===== config.mk =====
export PLATFORM = sky130hd
export DESIGN_NAME = scan_bridge_regs
export DESIGN_NICKNAME = d
export VERILOG_FILES = /design/src/hdl/scan_bridge_pkg.sv /design/src/hdl/scan_shifter.sv /design/src/hdl/scan_bridge_regs.sv
export SDC_FILE = /design/constraint.sdc
export NUM_CORES = 1
export LEC_CHECK = 0
export ABC_CLOCK_PERIOD_IN_PS = 4200
export BUFFER_PORTS_ARGS = -buffer_cell sky130_fd_sc_hd__buf_2
export CAP_MARGIN = 0
export CORE_ASPECT_RATIO = 1.25
export CORE_MARGIN = 5
export CORE_UTILIZATION = 40
export DETAILED_ROUTE_END_ITERATION = 10
export GPL_ROUTABILITY_DRIVEN = 0
export GPL_TIMING_DRIVEN = 0
export HOLD_SLACK_MARGIN = 0.05
export PLACE_DENSITY_LB_ADDON = 0.2
export SLEW_MARGIN = 5
export SYNTH_ARGS = -nofsm -noshare
export SYNTH_HDL_FRONTEND = slang
export SYNTH_SLANG_ARGS = --single-unit

===== constraint.sdc =====
create_clock -name ref_clk_in -period 4.2 [get_ports ref_clk_in]
set_clock_uncertainty 0.1 [all_clocks]
set_input_delay 0.63 -clock ref_clk_in [delete_from_list [all_inputs] [get_ports ref_clk_in]]
set_output_delay 0.63 -clock ref_clk_in [all_outputs]
set_load 0.005 [all_outputs]

===== src/hdl/scan_bridge_pkg.sv =====
// Constants shared by the scan bridge register front end and its shifter.
// Assumes one 200 MHz clock for both the register port and the scan engine.
// How it works
// RULE1 - Config mode register map at eight word offsets
// RULE2 - Memory mode register map at seven offsets
// RULE3 - Capability header low half reads 0x000B
// RULE4 - Capability header version field reads 0x1
// RULE5 - Next capability pointer comes from parameter
// RULE6 - Vendor header low half gives identifier parameter
// RULE7 - Vendor header revision field defaults zero
// RULE8 - Vendor header length field reads 0x020
// RULE9 - Config base address is build parameter
// RULE10 - Memory mode is plain AXI4-Lite slave
// RULE11 - Config mode shares scan data word; memory splits
// RULE12 - Shift length register holds bit count
// RULE13 - Mode select register holds TMS pattern
// RULE14 - Host qualifies identity before reading vendor header
// RULE15 - Config path independent of memory traffic
// RULE16 - Version register read-only, fixed at build
// RULE17 - Start shifts bits LSB first, captures TDO
// RULE18 - Start bit held until shift completes
package scan_bridge_pkg;
    // Config mode byte offsets
    localparam logic [4:0] CFG_OFS_CAP = 5'h00;
    localparam logic [4:0] CFG_OFS_VSH = 5'h04;
    localparam logic [4:0] CFG_OFS_VER = 5'h08;
    localparam logic [4:0] CFG_OFS_LEN = 5'h0C;
    localparam logic [4:0] CFG_OFS_TMS = 5'h10;
    localparam logic [4:0] CFG_OFS_SCAN = 5'h14;
    localparam logic [4:0] CFG_OFS_CTL = 5'h18;
    localparam logic [4:0] CFG_OFS_STS = 5'h1C;
    // Memory mode byte offsets
    localparam logic [4:0] MM_OFS_LEN = 5'h00;
    localparam logic [4:0] MM_OFS_TMS = 5'h04;
    localparam logic [4:0] MM_OFS_TDI = 5'h08;
    localparam logic [4:0] MM_OFS_TDO = 5'h0C;
    localparam logic [4:0] MM_OFS_CTL = 5'h10;
    localparam logic [4:0] MM_OFS_STS = 5'h14;
    localparam logic [4:0] MM_OFS_VER = 5'h18;
    // Capability header fields
    localparam logic [15:0] CAP_ID_VSEC = 16'h000B;
    localparam logic [3:0] CAP_VERSION = 4'h1;
    localparam logic [11:0] VSEC_LENGTH = 12'h020;
    localparam int ID_LSB = 0;
    localparam int REV_LSB = 16;
    localparam int PTR_LSB = 20;
    // Control and status bits
    localparam int CTL_START_BIT = 0;
    localparam int STS_BUSY_BIT = 0;
    localparam int STS_TDO_VALID_BIT = 1;
    // Reset values
    localparam logic [31:0] REG_RESET = 32'h0000_0000;
    // AXI responses
    localparam logic [1:0] RESP_OKAY = 2'h0;
    localparam logic [1:0] RESP_SLVERR = 2'h2;
    // Scan clock timing
    localparam int CLK_PERIOD_PS = 5000;
    localparam int TCK_HALF_NS = 10;
    localparam int TCK_HALF_CYC = ((TCK_HALF_NS * 1000) / CLK_PERIOD_PS < 1) ? 1 :
                                  (TCK_HALF_NS * 1000) / CLK_PERIOD_PS;
    localparam logic [5:0] MAX_BITS = 6'h20;
    // Logical register selectors shared by both address maps
    typedef enum logic [3:0] {
        SEL_NONE = 4'h0, SEL_CAP = 4'h1, SEL_VSH = 4'h2, SEL_VER = 4'h3, SEL_LEN = 4'h4,
        SEL_TMS = 4'h5, SEL_TDI = 4'h6, SEL_TDO = 4'h7, SEL_SCAN = 4'h8, SEL_CTL = 4'h9,
        SEL_STS = 4'hA
    } reg_sel_t;
endpackage


===== src/hdl/scan_shifter.sv =====
// Bit-serial scan engine: drives TCK/TMS/TDI and captures TDO, one word per run.
// Assumes scan_tdo_in is produced by logic clocked from this block's own TCK.
`timescale 1ns/1ps
module scan_shifter (
    input wire logic ref_clk_in,
    input wire logic rstn_in,
    input wire logic start_in,
    input wire logic [31:0] length_in,
    input wire logic [31:0] tms_word_in,
    input wire logic [31:0] tdi_word_in,
    input wire logic scan_tdo_in,
    output logic busy_out,
    output logic [31:0] tdo_word_out,
    output logic scan_tck_out,
    output logic scan_tms_out,
    output logic scan_tdi_out
);
    typedef enum logic [2:0] {IDLE = 3'b001, LOW = 3'b010, HIGH = 3'b100} shift_state_t;
    shift_state_t state_r;
    logic [7:0] div_r;
    logic [5:0] bit_r;
    logic [5:0] count_r;
    wire div_end = (div_r == 8'(scan_bridge_pkg::TCK_HALF_CYC - 1));
    // Only one word is held, so longer requests are cut to 32 bits
    wire [5:0] count_clamped = (length_in > 32'(scan_bridge_pkg::MAX_BITS)) ?
                               scan_bridge_pkg::MAX_BITS : length_in[5:0];
    wire [5:0] bit_next = bit_r + 6'h01;
    wire last_bit = (bit_next == count_r);

    always_ff @(posedge ref_clk_in or negedge rstn_in) begin
        if (!rstn_in) begin
            state_r <= IDLE;
            div_r <= 8'h00;
            bit_r <= 6'h00;
            count_r <= 6'h00;
            busy_out <= 1'b0;
            tdo_word_out <= scan_bridge_pkg::REG_RESET;
            scan_tck_out <= 1'b0;
            scan_tms_out <= 1'b0;
            scan_tdi_out <= 1'b0;
        end else begin
            unique case (state_r)
                IDLE: begin
                    div_r <= 8'h00;
                    if (start_in && count_clamped != 6'h00) begin
                        state_r <= LOW;
                        busy_out <= 1'b1;
                        bit_r <= 6'h00;
                        count_r <= count_clamped;
                        scan_tms_out <= tms_word_in[0]; // RULE17
                        scan_tdi_out <= tdi_word_in[0]; // RULE17
                    end
                end
                LOW: begin
                    div_r <= div_end ? 8'h00 : div_r + 8'h01;
                    if (div_end) begin
                        state_r <= HIGH;
                        scan_tck_out <= 1'b1;
                    end
                end
                HIGH: begin
                    div_r <= div_end ? 8'h00 : div_r + 8'h01;
                    if (div_end) begin
                        scan_tck_out <= 1'b0;
                        // TDO settles after the previous falling edge, so sample just before this one
                        tdo_word_out[bit_r[4:0]] <= scan_tdo_in; // RULE17
                        if (last_bit) begin
                            state_r <= IDLE;
                            busy_out <= 1'b0;
                        end else begin
                            state_r <= LOW;
                            bit_r <= bit_next;
                            scan_tms_out <= tms_word_in[bit_next[4:0]];
                            scan_tdi_out <= tdi_word_in[bit_next[4:0]];
                        end
                    end
                end
            endcase
        end
    end
endmodule


===== src/hdl/scan_bridge_regs.sv =====
// Register front end of the scan bridge: config-space capability or AXI4-Lite window.
// Assumes the config port and AXI slave are on ref_clk_in; only the selected mode's port answers.
`timescale 1ns/1ps
module scan_bridge_regs #(
    parameter bit USE_CFG_MODE = 1'b1,
    parameter logic [11:0] CFG_BASE_BYTE = 12'h400,
    parameter logic [11:0] NEXT_CAP_PTR = 12'h000,
    // Arbitrary identification values
    parameter logic [15:0] VSEC_ID = 16'h5A31,
    parameter logic [3:0] VSEC_REV = 4'h0,
    parameter logic [31:0] BRIDGE_VERSION = 32'h0001_0003
) (
    input wire logic ref_clk_in,
    input wire logic rstn_in,
    // Extended configuration port
    input wire logic cfg_read_received_in,
    input wire logic cfg_write_received_in,
    input wire logic [9:0] cfg_register_number_in,
    input wire logic [31:0] cfg_write_data_in,
    input wire logic [3:0] cfg_write_byte_enable_in,
    output logic [31:0] cfg_read_data_out,
    output logic cfg_read_data_valid_out,
    // AXI4-Lite slave
    input wire logic [4:0] s_axi_awaddr,
    input wire logic s_axi_awvalid,
    output logic s_axi_awready,
    input wire logic [31:0] s_axi_wdata,
    input wire logic [3:0] s_axi_wstrb,
    input wire logic s_axi_wvalid,
    output logic s_axi_wready,
    output logic [1:0] s_axi_bresp,
    output logic s_axi_bvalid,
    input wire logic s_axi_bready,
    input wire logic [4:0] s_axi_araddr,
    input wire logic s_axi_arvalid,
    output logic s_axi_arready,
    output logic [31:0] s_axi_rdata,
    output logic [1:0] s_axi_rresp,
    output logic s_axi_rvalid,
    input wire logic s_axi_rready,
    // Scan chain
    output logic scan_tck_out,
    output logic scan_tms_out,
    output logic scan_tdi_out,
    input wire logic scan_tdo_in
);
    typedef scan_bridge_pkg::reg_sel_t sel_t;

    logic [31:0] len_r;
    logic [31:0] tms_r;
    logic [31:0] tdi_r;
    logic ctl_start_r;
    logic go_r;
    logic tdo_valid_r;
    logic shift_busy;
    logic [31:0] tdo_word;

    function automatic logic [31:0] merge_bytes(input logic [31:0] old_v, input logic [31:0] new_v,
                                                input logic [3:0] be);
        logic [31:0] res;
        res = old_v;
        for (int i = 0; i < 4; i++) begin
            if (be[i]) begin
                res[i*8 +: 8] = new_v[i*8 +: 8];
            end
        end
        return res;
    endfunction

    function automatic sel_t cfg_decode(input logic [4:0] ofs);
        unique case (ofs)
            scan_bridge_pkg::CFG_OFS_CAP: cfg_decode = scan_bridge_pkg::SEL_CAP;
            scan_bridge_pkg::CFG_OFS_VSH: cfg_decode = scan_bridge_pkg::SEL_VSH;
            scan_bridge_pkg::CFG_OFS_VER: cfg_decode = scan_bridge_pkg::SEL_VER;
            scan_bridge_pkg::CFG_OFS_LEN: cfg_decode = scan_bridge_pkg::SEL_LEN;
            scan_bridge_pkg::CFG_OFS_TMS: cfg_decode = scan_bridge_pkg::SEL_TMS;
            scan_bridge_pkg::CFG_OFS_SCAN: cfg_decode = scan_bridge_pkg::SEL_SCAN;
            scan_bridge_pkg::CFG_OFS_CTL: cfg_decode = scan_bridge_pkg::SEL_CTL;
            scan_bridge_pkg::CFG_OFS_STS: cfg_decode = scan_bridge_pkg::SEL_STS;
            default: cfg_decode = scan_bridge_pkg::SEL_NONE;
        endcase
    endfunction

    function automatic sel_t mm_decode(input logic [4:0] ofs);
        unique case (ofs)
            scan_bridge_pkg::MM_OFS_LEN: mm_decode = scan_bridge_pkg::SEL_LEN;
            scan_bridge_pkg::MM_OFS_TMS: mm_decode = scan_bridge_pkg::SEL_TMS;
            scan_bridge_pkg::MM_OFS_TDI: mm_decode = scan_bridge_pkg::SEL_TDI;
            scan_bridge_pkg::MM_OFS_TDO: mm_decode = scan_bridge_pkg::SEL_TDO;
            scan_bridge_pkg::MM_OFS_CTL: mm_decode = scan_bridge_pkg::SEL_CTL;
            scan_bridge_pkg::MM_OFS_STS: mm_decode = scan_bridge_pkg::SEL_STS;
            scan_bridge_pkg::MM_OFS_VER: mm_decode = scan_bridge_pkg::SEL_VER;
            default: mm_decode = scan_bridge_pkg::SEL_NONE;
        endcase
    endfunction

    // Config window: dword index relative to the build-time base; other capabilities answer elsewhere
    wire [9:0] cfg_base_dw = CFG_BASE_BYTE[11:2]; // RULE9
    wire [9:0] cfg_rel_dw = cfg_register_number_in - cfg_base_dw; // RULE9
    wire cfg_in_window = USE_CFG_MODE && (cfg_register_number_in >= cfg_base_dw) &&
                         (cfg_rel_dw < 10'h008);
    // Own decode straight off the config port, never routed through the memory window
    wire sel_t cfg_sel = cfg_in_window ? cfg_decode({cfg_rel_dw[2:0], 2'b00}) :
                                         scan_bridge_pkg::SEL_NONE; // RULE1 RULE15
    wire cfg_wr = cfg_write_received_in && cfg_in_window;
    wire cfg_rd = cfg_read_received_in && cfg_in_window;

    // AXI4-Lite handshakes; valid is held by the master until ready
    wire axi_wr = !USE_CFG_MODE && s_axi_awready && s_axi_awvalid && s_axi_wvalid; // RULE10
    wire axi_rd = !USE_CFG_MODE && s_axi_arready && s_axi_arvalid; // RULE10
    wire sel_t aw_sel = mm_decode({s_axi_awaddr[4:2], 2'b00}); // RULE2
    wire sel_t ar_sel = mm_decode({s_axi_araddr[4:2], 2'b00}); // RULE2
    wire [4:0] aw_ofs = {s_axi_awaddr[4:2], 2'b00};
    wire aw_mapped = (aw_ofs == scan_bridge_pkg::MM_OFS_LEN) || (aw_ofs == scan_bridge_pkg::MM_OFS_TMS) ||
                     (aw_ofs == scan_bridge_pkg::MM_OFS_TDI) || (aw_ofs == scan_bridge_pkg::MM_OFS_CTL);
    wire ar_mapped = (ar_sel != scan_bridge_pkg::SEL_NONE);

    // Merged write request from whichever port is live
    wire wr_en = cfg_wr || axi_wr;
    wire sel_t wr_sel = cfg_wr ? cfg_sel : (axi_wr ? aw_sel : scan_bridge_pkg::SEL_NONE);
    wire [31:0] wr_data = cfg_wr ? cfg_write_data_in : s_axi_wdata;
    wire [3:0] wr_be = cfg_wr ? cfg_write_byte_enable_in : s_axi_wstrb;
    // Length, scan data and control writes are all frozen while the start bit is set so the engine sees a stable pattern
    wire wr_ok = wr_en && !ctl_start_r;
    wire wr_len = wr_ok && (wr_sel == scan_bridge_pkg::SEL_LEN);
    wire wr_tms = wr_ok && (wr_sel == scan_bridge_pkg::SEL_TMS);
    wire wr_tdi = wr_ok && ((wr_sel == scan_bridge_pkg::SEL_TDI) || (wr_sel == scan_bridge_pkg::SEL_SCAN)); // RULE11
    wire wr_go = wr_ok && (wr_sel == scan_bridge_pkg::SEL_CTL) && wr_be[0] && wr_data[scan_bridge_pkg::CTL_START_BIT];

    wire [31:0] cap_word = {NEXT_CAP_PTR, scan_bridge_pkg::CAP_VERSION, scan_bridge_pkg::CAP_ID_VSEC}; // RULE3 RULE4 RULE5
    wire [31:0] vsh_word = {scan_bridge_pkg::VSEC_LENGTH, VSEC_REV, VSEC_ID}; // RULE6 RULE7 RULE8
    wire [31:0] sts_word = {30'h0000_0000, tdo_valid_r, ctl_start_r};
    wire [31:0] ctl_word = {31'h0000_0000, ctl_start_r};
    wire sel_t rd_sel = cfg_rd ? cfg_sel : ar_sel;
    wire [31:0] rd_data =
        (rd_sel == scan_bridge_pkg::SEL_CAP) ? cap_word :
        (rd_sel == scan_bridge_pkg::SEL_VSH) ? vsh_word :
        (rd_sel == scan_bridge_pkg::SEL_VER) ? BRIDGE_VERSION : // RULE16
        (rd_sel == scan_bridge_pkg::SEL_LEN) ? len_r :
        (rd_sel == scan_bridge_pkg::SEL_TMS) ? tms_r :
        (rd_sel == scan_bridge_pkg::SEL_TDI) ? tdi_r :
        (rd_sel == scan_bridge_pkg::SEL_TDO || rd_sel == scan_bridge_pkg::SEL_SCAN) ? tdo_word : // RULE11
        (rd_sel == scan_bridge_pkg::SEL_CTL) ? ctl_word :
        (rd_sel == scan_bridge_pkg::SEL_STS) ? sts_word : scan_bridge_pkg::REG_RESET;

    always_ff @(posedge ref_clk_in or negedge rstn_in) begin
        if (!rstn_in) begin
            len_r <= scan_bridge_pkg::REG_RESET;
            tms_r <= scan_bridge_pkg::REG_RESET;
            tdi_r <= scan_bridge_pkg::REG_RESET;
        end else begin
            if (wr_len) len_r <= merge_bytes(len_r, wr_data, wr_be); // RULE12
            if (wr_tms) tms_r <= merge_bytes(tms_r, wr_data, wr_be); // RULE13
            if (wr_tdi) tdi_r <= merge_bytes(tdi_r, wr_data, wr_be);
        end
    end

    // Start bit: set by software, held through the shift, cleared by completion
    always_ff @(posedge ref_clk_in or negedge rstn_in) begin
        if (!rstn_in) begin
            ctl_start_r <= 1'b0;
            go_r <= 1'b0;
            tdo_valid_r <= 1'b0;
        end else begin
            go_r <= wr_go;
            if (wr_go) begin
                ctl_start_r <= 1'b1; // RULE18
                tdo_valid_r <= 1'b0;
            end else if (ctl_start_r && !go_r && !shift_busy) begin
                ctl_start_r <= 1'b0; // RULE18
                tdo_valid_r <= 1'b1;
            end
        end
    end

    always_ff @(posedge ref_clk_in or negedge rstn_in) begin
        if (!rstn_in) begin
            cfg_read_data_out <= scan_bridge_pkg::REG_RESET;
            cfg_read_data_valid_out <= 1'b0;
        end else begin
            cfg_read_data_valid_out <= cfg_rd; // RULE1
            cfg_read_data_out <= cfg_rd ? rd_data : scan_bridge_pkg::REG_RESET;
        end
    end

    always_ff @(posedge ref_clk_in or negedge rstn_in) begin
        if (!rstn_in) begin
            s_axi_awready <= 1'b0;
            s_axi_wready <= 1'b0;
            s_axi_bvalid <= 1'b0;
            s_axi_bresp <= scan_bridge_pkg::RESP_OKAY;
        end else begin
            s_axi_awready <= !USE_CFG_MODE && s_axi_awvalid && s_axi_wvalid && !s_axi_awready && !s_axi_bvalid;
            s_axi_wready <= !USE_CFG_MODE && s_axi_awvalid && s_axi_wvalid && !s_axi_awready && !s_axi_bvalid;
            if (axi_wr) begin
                s_axi_bvalid <= 1'b1;
                s_axi_bresp <= aw_mapped ? scan_bridge_pkg::RESP_OKAY : scan_bridge_pkg::RESP_SLVERR; // RULE10
            end else if (s_axi_bready) begin
                s_axi_bvalid <= 1'b0;
            end
        end
    end

    always_ff @(posedge ref_clk_in or negedge rstn_in) begin
        if (!rstn_in) begin
            s_axi_arready <= 1'b0;
            s_axi_rvalid <= 1'b0;
            s_axi_rdata <= scan_bridge_pkg::REG_RESET;
            s_axi_rresp <= scan_bridge_pkg::RESP_OKAY;
        end else begin
            s_axi_arready <= !USE_CFG_MODE && s_axi_arvalid && !s_axi_arready && !s_axi_rvalid;
            if (axi_rd) begin
                s_axi_rvalid <= 1'b1;
                s_axi_rdata <= rd_data;
                s_axi_rresp <= ar_mapped ? scan_bridge_pkg::RESP_OKAY : scan_bridge_pkg::RESP_SLVERR; // RULE10
            end else if (s_axi_rready) begin
                s_axi_rvalid <= 1'b0;
            end
        end
    end

    scan_shifter u_shifter (
        .ref_clk_in(ref_clk_in),
        .rstn_in(rstn_in),
        .start_in(go_r),
        .length_in(len_r),
        .tms_word_in(tms_r),
        .tdi_word_in(tdi_r),
        .scan_tdo_in(scan_tdo_in),
        .busy_out(shift_busy),
        .tdo_word_out(tdo_word),
        .scan_tck_out(scan_tck_out),
        .scan_tms_out(scan_tms_out),
        .scan_tdi_out(scan_tdi_out)
    );
endmodule


### Word level (Yosys, flattened, before mapping)

Cells that the tools add are included.

* input port bits: 102
* bits in registers: 191
* output and inout port bits: 77
* logic and storage cells: 172

* add/subtract/negate cells: 3
* multiplexer cells: 55
* reductions and logical operators: 44
* equal/unequal tests: 38
* order comparisons: 6

Operators with widths (count)
* two-way mux 32 bit: 9
* bitwise mux 32 bit: 1
* > comparator 32 x 6 -> 1 bit (second input constant): 1
* one-hot mux 4 bit (8 select lines): 1
* == test 4 x 3 -> 1 bit (second input constant): 7
* one-hot mux 4 bit (7 select lines): 1
* AND reduction 2 bit: 14
* == test 3 bit (second input constant): 8
* two-way mux 6 bit: 4
* == test 4 bit (second input constant): 5
* two-way mux 1 bit: 18
* two-way mux 4 bit: 4
* one-hot mux 8 bit (2 select lines): 1
* == test 3 x 2 -> 1 bit (second input constant): 5
* logical AND 1 bit: 14
* < comparator 5 x 6 -> 1 bit (second input constant): 2
* one-hot mux 6 bit (2 select lines): 1
* binary-select mux 1 bit (select 5 bit): 2
* greater-or-equal comparator 10 x 9 -> 1 bit (second input constant): 1
* < comparator 10 x 4 -> 1 bit (second input constant): 1
* subtractor 10 x 9 -> 10 bit (second input constant): 1
* == test 3 x 1 -> 1 bit (second input constant): 3
* two-way mux 3 bit: 3
* one-hot mux 3 bit (3 select lines): 1
* other kinds (21): 38

### Longest topological paths before layout

Gate-level depths: netlist of run 1.

* depth after elaboration: 16
* depth in mapped cells: 11

### Hierarchy

A second synthesis of run 1 with hierarchy kept.

* cells, all modules: 993
* area, all modules: 9870.7 µm²

Modules (own cells, without submodules)
* scan_bridge_regs: area an instance 6232.2 µm², cells each 661, instances 1, seq. area each 3303.2 µm²
* scan_shifter: area an instance 3638.5 µm², cells each 332, instances 1, seq. area each 1477.7 µm²

### Worst setup path before layout of run 1

No wires, ideal clock.

* kind: register to register
* from: register u_shifter.bit_r[0]
* to: register u_shifter.scan_tdi_out
* cell stages (with the launch flop): 11
* buffers on the path: 2
* required time: 3975 ps
* period minus slack after synthesis: 3001 ps
* arrival: 2776 ps
* path slack: 1199 ps
* cells stage by stage: dfrtp_1 > buf_2 > inv_2 > ha_1 > buf_2 > inv_2 > mux4_2 > mux2_2 > o311ai_0 > o21ai_0 > mux2_4

* word-level cells in the longest chain between the ends: 6
* elaborated cells between the ends (all ways): 9
* classes of those cells: add/sub (1); eq/ne (2); mux (5); reduce/logical (1)

RTL lines
* start: declaration: line scan_shifter.sv:21 `logic [5:0] bit_r;`
* start signal: assignment: line scan_shifter.sv:72 `bit_r <= bit_next;`
* adder 6 x 1 -> 6 bit *: line scan_shifter.sv:27 `wire [5:0] bit_next = bit_r + 6'h01;`
* binary-select mux 1 bit (select 5 bit): line scan_shifter.sv:74 `scan_tdi_out <= tdi_word_in[bit_next[4:0]];`
* two-way mux 1 bit (implied by the code): line scan_shifter.sv:74
* two-way mux 1 bit: line scan_shifter.sv:67 `if (last_bit) begin`
* two-way mux 1 bit: line scan_shifter.sv:63 `if (div_end) begin`
* one-hot mux 1 bit (2 select lines): line scan_shifter.sv:42 `unique case (state_r)`
* end signal: assignment: line scan_shifter.sv:51 `scan_tdi_out <= tdi_word_in[0];`
* end signal: assignment: line scan_shifter.sv:74
* end: declaration: line scan_shifter.sv:16 `output logic scan_tdi_out`

Every way passes the cells marked *; elsewhere a longest branch is shown, timed or not. The select of a mux whose other input is x is not followed.
A chain may end at the register's enable or synchronous reset.

### Final worst setup path of run 1

Ends and elaborated chain as after synthesis.

==> results of run 1 <==
==> worst paths after layout <==
check,start,end,slack (ns),depth (start not counted)
worst max-delay path,u_shifter.bit_r[0],u_shifter.scan_tdi_out,0.59,10
worst min-delay path,rstn_in,cfg_read_data_valid_out,0.02,1
worst max register to register,u_shifter.bit_r[0],u_shifter.scan_tdi_out,0.59,10
worst min register to register,u_shifter.count_r[1],u_shifter.count_r[1],0.40,2
max in group asynchronous,rstn_in,len_r[22],2.99,2
min in group ref_clk_in,u_shifter.count_r[1],u_shifter.count_r[1],0.40,2
==> cell type report <==
type	count	area, sq um	area share [%]
multi-input combinational	799	4920	41.2
sequential	191	4780	40.0
timing repair buffer	119	628	5.25
buffer	99	561	4.69
clock buffer	19	443	3.70
tap	335	419	3.51
clock inverter	13	178	1.49
inverter	7	26.3	0.220
==> stage by stage <==
step	hold slack [ns]	utilization, %	total power, uW	setup TNS [ns]	instance area, sq um
CTS	0.0581	47.6	3930	0	12000
finish	0.0207	47.6	3910	0	12000
global placement	0.382	45.0	2210	-154.11	11300
floorplan	0.234	-	2060	0	10300
detailed placement	0.389	45.1	2220	0	11300
global route	0.0738	47.6	4050	0	12000
==> layer usage <==
metal / vias up / GRT usage (%) / wire length (um)
met5: - / 0 / 0
met1: 4057 / 27.3 / 12700
met2: 286 / 36.9 / 15500
met4: 0 / 7.54 / 712
met3: 52 / 3.49 / 1690
li1: 3964 / - / -
==> synth_stat cells, drive strengths merged (5+ instances only) <==
| library cell | n | area share, % |
|---|---|---|
| mux2i | 49 | 4.9 |
| or3 | 5 | 0.31 |
| buf | 59 | 4.0 |
| nor2 | 61 | 2.3 |
| nor4 | 7 | 0.43 |
| mux2 | 38 | 4.3 |
| nand2 | 205 | 7.7 |
| nor3 | 9 | 0.54 |
| o211ai | 7 | 0.52 |
| dfrtp | 190 | 47 |
| a21oi | 34 | 1.7 |
| o21a | 5 | 0.37 |
| mux4 | 14 | 3.1 |
| nand3b | 7 | 0.52 |
| ha | 6 | 0.74 |
| a21o | 9 | 0.67 |
| nand3 | 20 | 0.99 |
| xnor2 | 7 | 0.60 |
| a21bo | 22 | 2.2 |
| xor2 | 12 | 1.0 |
| inv | 7 | 0.26 |
| nand2b | 6 | 0.37 |
| clkbuf | 40 | 1.5 |
| o21ai | 180 | 8.9 |
==> state kept, by name, indices dropped and copies added, names as in the netlist, 3 cells and up <==
name	flops
cfg_read_data_out	32
len_r	32
tdi_r	32
tms_r	32
u_shifter.bit_r	6
u_shifter.count_r	6
u_shifter.div_r	8
u_shifter.state_r	3
u_shifter.tdo_word_out	32
==> power by group through the flow <==
stage	sequential (uW)	clock (uW)	combinational, uW
after floorplan	1890	0	170
after global routing	1860	1840	352
final	1860	1730	319
after CTS	1860	1750	317
after global placement	1900	0	308
after detailed placement	1900	0	316
==> kinds of logic after synthesis <==
family / after synthesis
flip-flops: 191
AND/OR/NAND/NOR: 347
XOR/XNOR: 19
adder cells (fa/ha/maj): 6
other: 1
buffers and inverters: 106
multiplexers: 101
AO/OA/AOI/OAI: 285
==> qor.yml, run 1 <==
dp_hpwl_mm: 22.9
netlist_area_sq_um: 10100
start_kind: "flop"
grt_max_degree: 119
grt_pass1_vias: 8564
worstPathCellList: "buf_2, inv_2, ha_1, buf_2, inv_2, mux4_2, mux2_2, o311ai_0, o21ai_0, mux2_4"
synth_compound_area_share_pct: 17.0
initial_core_util_pct: 40.3
p_clk_share_pct: 44.2
drt_iter0_markers: 569
seqPwrFrac_pct: 47.6
num_vias: 8359
timing.final.hold_violations: 0
critPathMaxFanout: 10
clock_latency_ns: 0.45
dieWidth_um: 152
cp_top_family: "multiplexers"
post-place-cells: 1550
worstPathArrival_ns: 3.85
fp.dieH_um: 188
cts.clk_slew.worst_paths_ns: 0.08
routed_wl_mm: 30.6
cts_tree: "done"
slew-limit-headroom_pct: 27.9
tightest_slew_ns: 1.07
yosys.area_share.simple_pct: 15.3
cts.sinks: 191
synth-edff-count: 0
ys_async_sr_fraction_pct: 100
drc_errors: 0
swShare_pct: 24.9
synth_top_family_by_area: "compound AO/OA/AOI/OAI gates"
die-area_sq_um: 28600
viasPerCell: 5.28
n_fill_cell: 2413
ant_nets: 0
report.final.slew_viol_count: 0
portBuffers: 118
setup_viol: 0
cts_htree_levels: 4
synthFlopType: "dfrtp_1"
end_kind: "flop"
max_cap_viol_count: 0
slowest_stage: "mux4_2"
num_rows: 65
cts_resized: 0
combinationalPowerShare_pct: 8.1
avgSynthCellArea_sq_um: 9.60
synth_mux_area_share_pct: 12.3
cts_setup_buffers: 0
fmax_mhz: 277
syn_inst: 1056
path_buf_inv: 4
clock_path_buffers: 2
track_usage_pct: 21.4
synth-seq-cells: 191
diodes: 0
final.setup.worst_slack_ns: 0.587
root_buffer: "clkbuf_16"
area_growth_pct: 17.9
cts_hold_buf: 0
vdd_drop_max_uv: 236
netlist-cell-type-count: 68
yosysSeqAreaShare_pct: 47.2
power_switching_uw: 973
yosysWarnings: 0
final_common_cell: "nand2_1"
synth_fa_ha_area_share_pct: 0.740
overflow: 0
power_leakage_uw: 0.00567
antenna_found_initial: 0
layout_common_cells: "204 x nand2_1, 190 x dfrtp_1, 179 x o21ai_0"
drive_above_1_share_pct: 23.7
cts_made_buffers: 17
fin_cells: 1582
min_period_ns: 3.61
worstSetupPathType: "flop to flop"
crit_path_max_incr_delay_ns: 0.56
wire_per_inst_um: 19.3
place_ws_ns: 0.504
synth-xor-area-share_pct: 1.64
core_area_sq_um: 25100
power_density_nw_per_um2: 327
io_pins: 179
dr.pass1.iters: 5
nNetsFinal: 1342
crit_required_ns: 4.44
fin_crit_sh_pct: 86.0
grt_pass1_wl_mm: 48.1
p_int_uw: 2940
status: "finished clean"
hold_path_class: "primary input to async pin"
rsz0062_at_grt: "false"
Note: power is estimated with default switching activity, not from simulation.
==> run 2: changes to the inputs <==
--- a/config.mk
+++ b/config.mk
@@ -10,7 +10,7 @@
 export CAP_MARGIN = 0
 export CORE_ASPECT_RATIO = 1.25
 export CORE_MARGIN = 5
-export CORE_UTILIZATION = 40
+export CORE_UTILIZATION = 50
 export DETAILED_ROUTE_END_ITERATION = 10
 export GPL_ROUTABILITY_DRIVEN = 0
 export GPL_TIMING_DRIVEN = 0
==> run 2 against run 1 <==
Core utilization increased by 11 points. Final cell count decreased by 4.1%. Register-to-register slack lost 0.15 ns. Sequential share of layout area rose by 0.47 points. Critical path depth unchanged. Clock power decreased by 9%. Via count is 1.5% higher. Critical path type unchanged. Maximum frequency shrank 4.0%.
==> qor.yml, run 2 (same netlist as run 1, synthesis figures left out) <==
overflow: 0
layout_common_cells: "204 x nand2_1, 190 x dfrtp_1, 179 x o21ai_0"
area_growth_pct: 16.5
post-place-cells: 1485
drive_above_1_share_pct: 23.8
portBuffers: 118
n_fill_cell: 1779
report.final.slew_viol_count: 0
viasPerCell: 5.59
reg2regPathDepth: 10
critPathMaxFanout: 10
worstSetupPathType: "flop to flop"
dieWidth_um: 137
status: "finished clean"
routed_wl_mm: 28.7
drc_errors: 0
dp_hpwl_mm: 21.5
clock_path_buffers: 2
rr_startpoint: "u_shifter.bit_r[0]"
wire_per_inst_um: 18.9
cts_tree: "done"
final_common_cell: "nand2_1"
cts.sinks: 191
slew-limit-headroom_pct: 15.6
power_leakage_uw: 0.00565
grt_pass1_wl_mm: 45.0
crit_start: "u_shifter.bit_r[0]"
io_pins: 179
nNetsFinal: 1342
final_cell_area_sq_um: 11800
timing.final.hold_violations: 0
cts.clk_slew.worst_paths_ns: 0.07
r2r-end: "u_shifter.scan_tdi_out"
final.setup.worst_slack_ns: 0.436
cts_made_buffers: 17
max_cap_viol_count: 0
tightest_slew_ns: 1.26
root_buffer: "clkbuf_16"
fin_cells: 1517
clock_latency_ns: 0.44
rsz0062_at_grt: "false"
worstPathArrival_ns: 3.99
power_density_nw_per_um2: 317
crit_required_ns: 4.43
place_ws_ns: 0.563
drt_iter0_markers: 838
diodes: 0
cts_htree_levels: 4
cts_resized: 0
track_usage_pct: 25.2
cts_hold_buf: 0
r2r_slack_ns: 0.44
initial_core_util_pct: 50.6
min_period_ns: 3.76
fin_crit_sh_pct: 89.6
vdd_drop_max_uv: 295
grt_pass1_vias: 8286
cts_setup_buffers: 0
end_kind: "flop"
finalPower_uw: 3740
setup_viol: 0
fmax_mhz: 266
hold_ws_ns: 0.162
ant_nets: 0
num_vias: 8483
die-area_sq_um: 23200
dr.pass1.iters: 5
core_area_sq_um: 20000
grt_max_degree: 114
num_rows: 58
fp.dieH_um: 169
start_kind: "flop"
place_area_sq_um: 11300
antenna_found_initial: 0
crit_end: "u_shifter.scan_tdi_out"
hold_path_class: "primary input to async pin"
## run 2: worst min-delay path by stage
stage / cells after the start / from / to / slack (ns)
floorplan: 0 / rstn_in / cfg_read_data_out[0] / 0.23
finish: 1 / rstn_in / tdi_r[9] / 0.16
CTS: 1 / rstn_in / len_r[11] / 0.19
global route: 1 / rstn_in / tms_r[15] / 0.23
global placement: 2 / len_r[29] / len_r[29] / 0.38
detailed placement: 2 / u_shifter.count_r[2] / u_shifter.count_r[2] / 0.38
## run 2: where the power goes
part	switching, uW	total, uW	internal [uW]
sequential	11.8	1860	1850
combinational	191	313	122
clock	774	1570	795
## run 2: critical path: stages (launching register included)
cell	delay (ns)
dfrtp_1	0.48
buf_2	0.34
inv_2	0.20
ha_1	0.32
buf_2	0.17
inv_2	0.34
mux4_2	0.57
mux2_2	0.29
o311ai_0	0.34
o21ai_0	0.20
mux2_4	0.29
## run 2: cell type report
| type | count | area, sq um | share of cell area, % |
|---|---|---|---|
| plain buffers | 99 | 561 | 4.74 |
| inverters | 7 | 26.3 | 0.222 |
| multi-input cells | 799 | 4920 | 41.6 |
| clock buffers | 18 | 439 | 3.72 |
| well taps | 270 | 338 | 2.86 |
| repair buffers | 119 | 628 | 5.32 |
| flip-flops and latches | 191 | 4780 | 40.5 |
| clock inverters | 14 | 123 | 1.04 |
## run 2: routing by layer
| metal | up-vias | part of all wire (%) | GRT usage [%] |
|---|---|---|---|
| met2 | 353 | 47 | 39.8 |
| met4 | 0 | 3.9 | 10.5 |
| met5 | - | 0 | 0 |
| met3 | 74 | 8.0 | 6.17 |
| met1 | 4091 | 41 | 33.5 |
| li1 | 3965 | - | - |
## run 2: through the flow
| stage | TNS (ns) | utilization [%] |
|---|---|---|
| floorplan | 0 | - |
| global placement | -130.50 | 56.0 |
| detailed placement | 0 | 56.2 |
| CTS | 0 | 59.0 |
| global route | 0 | 59.0 |
| finish | 0 | 59.0 |
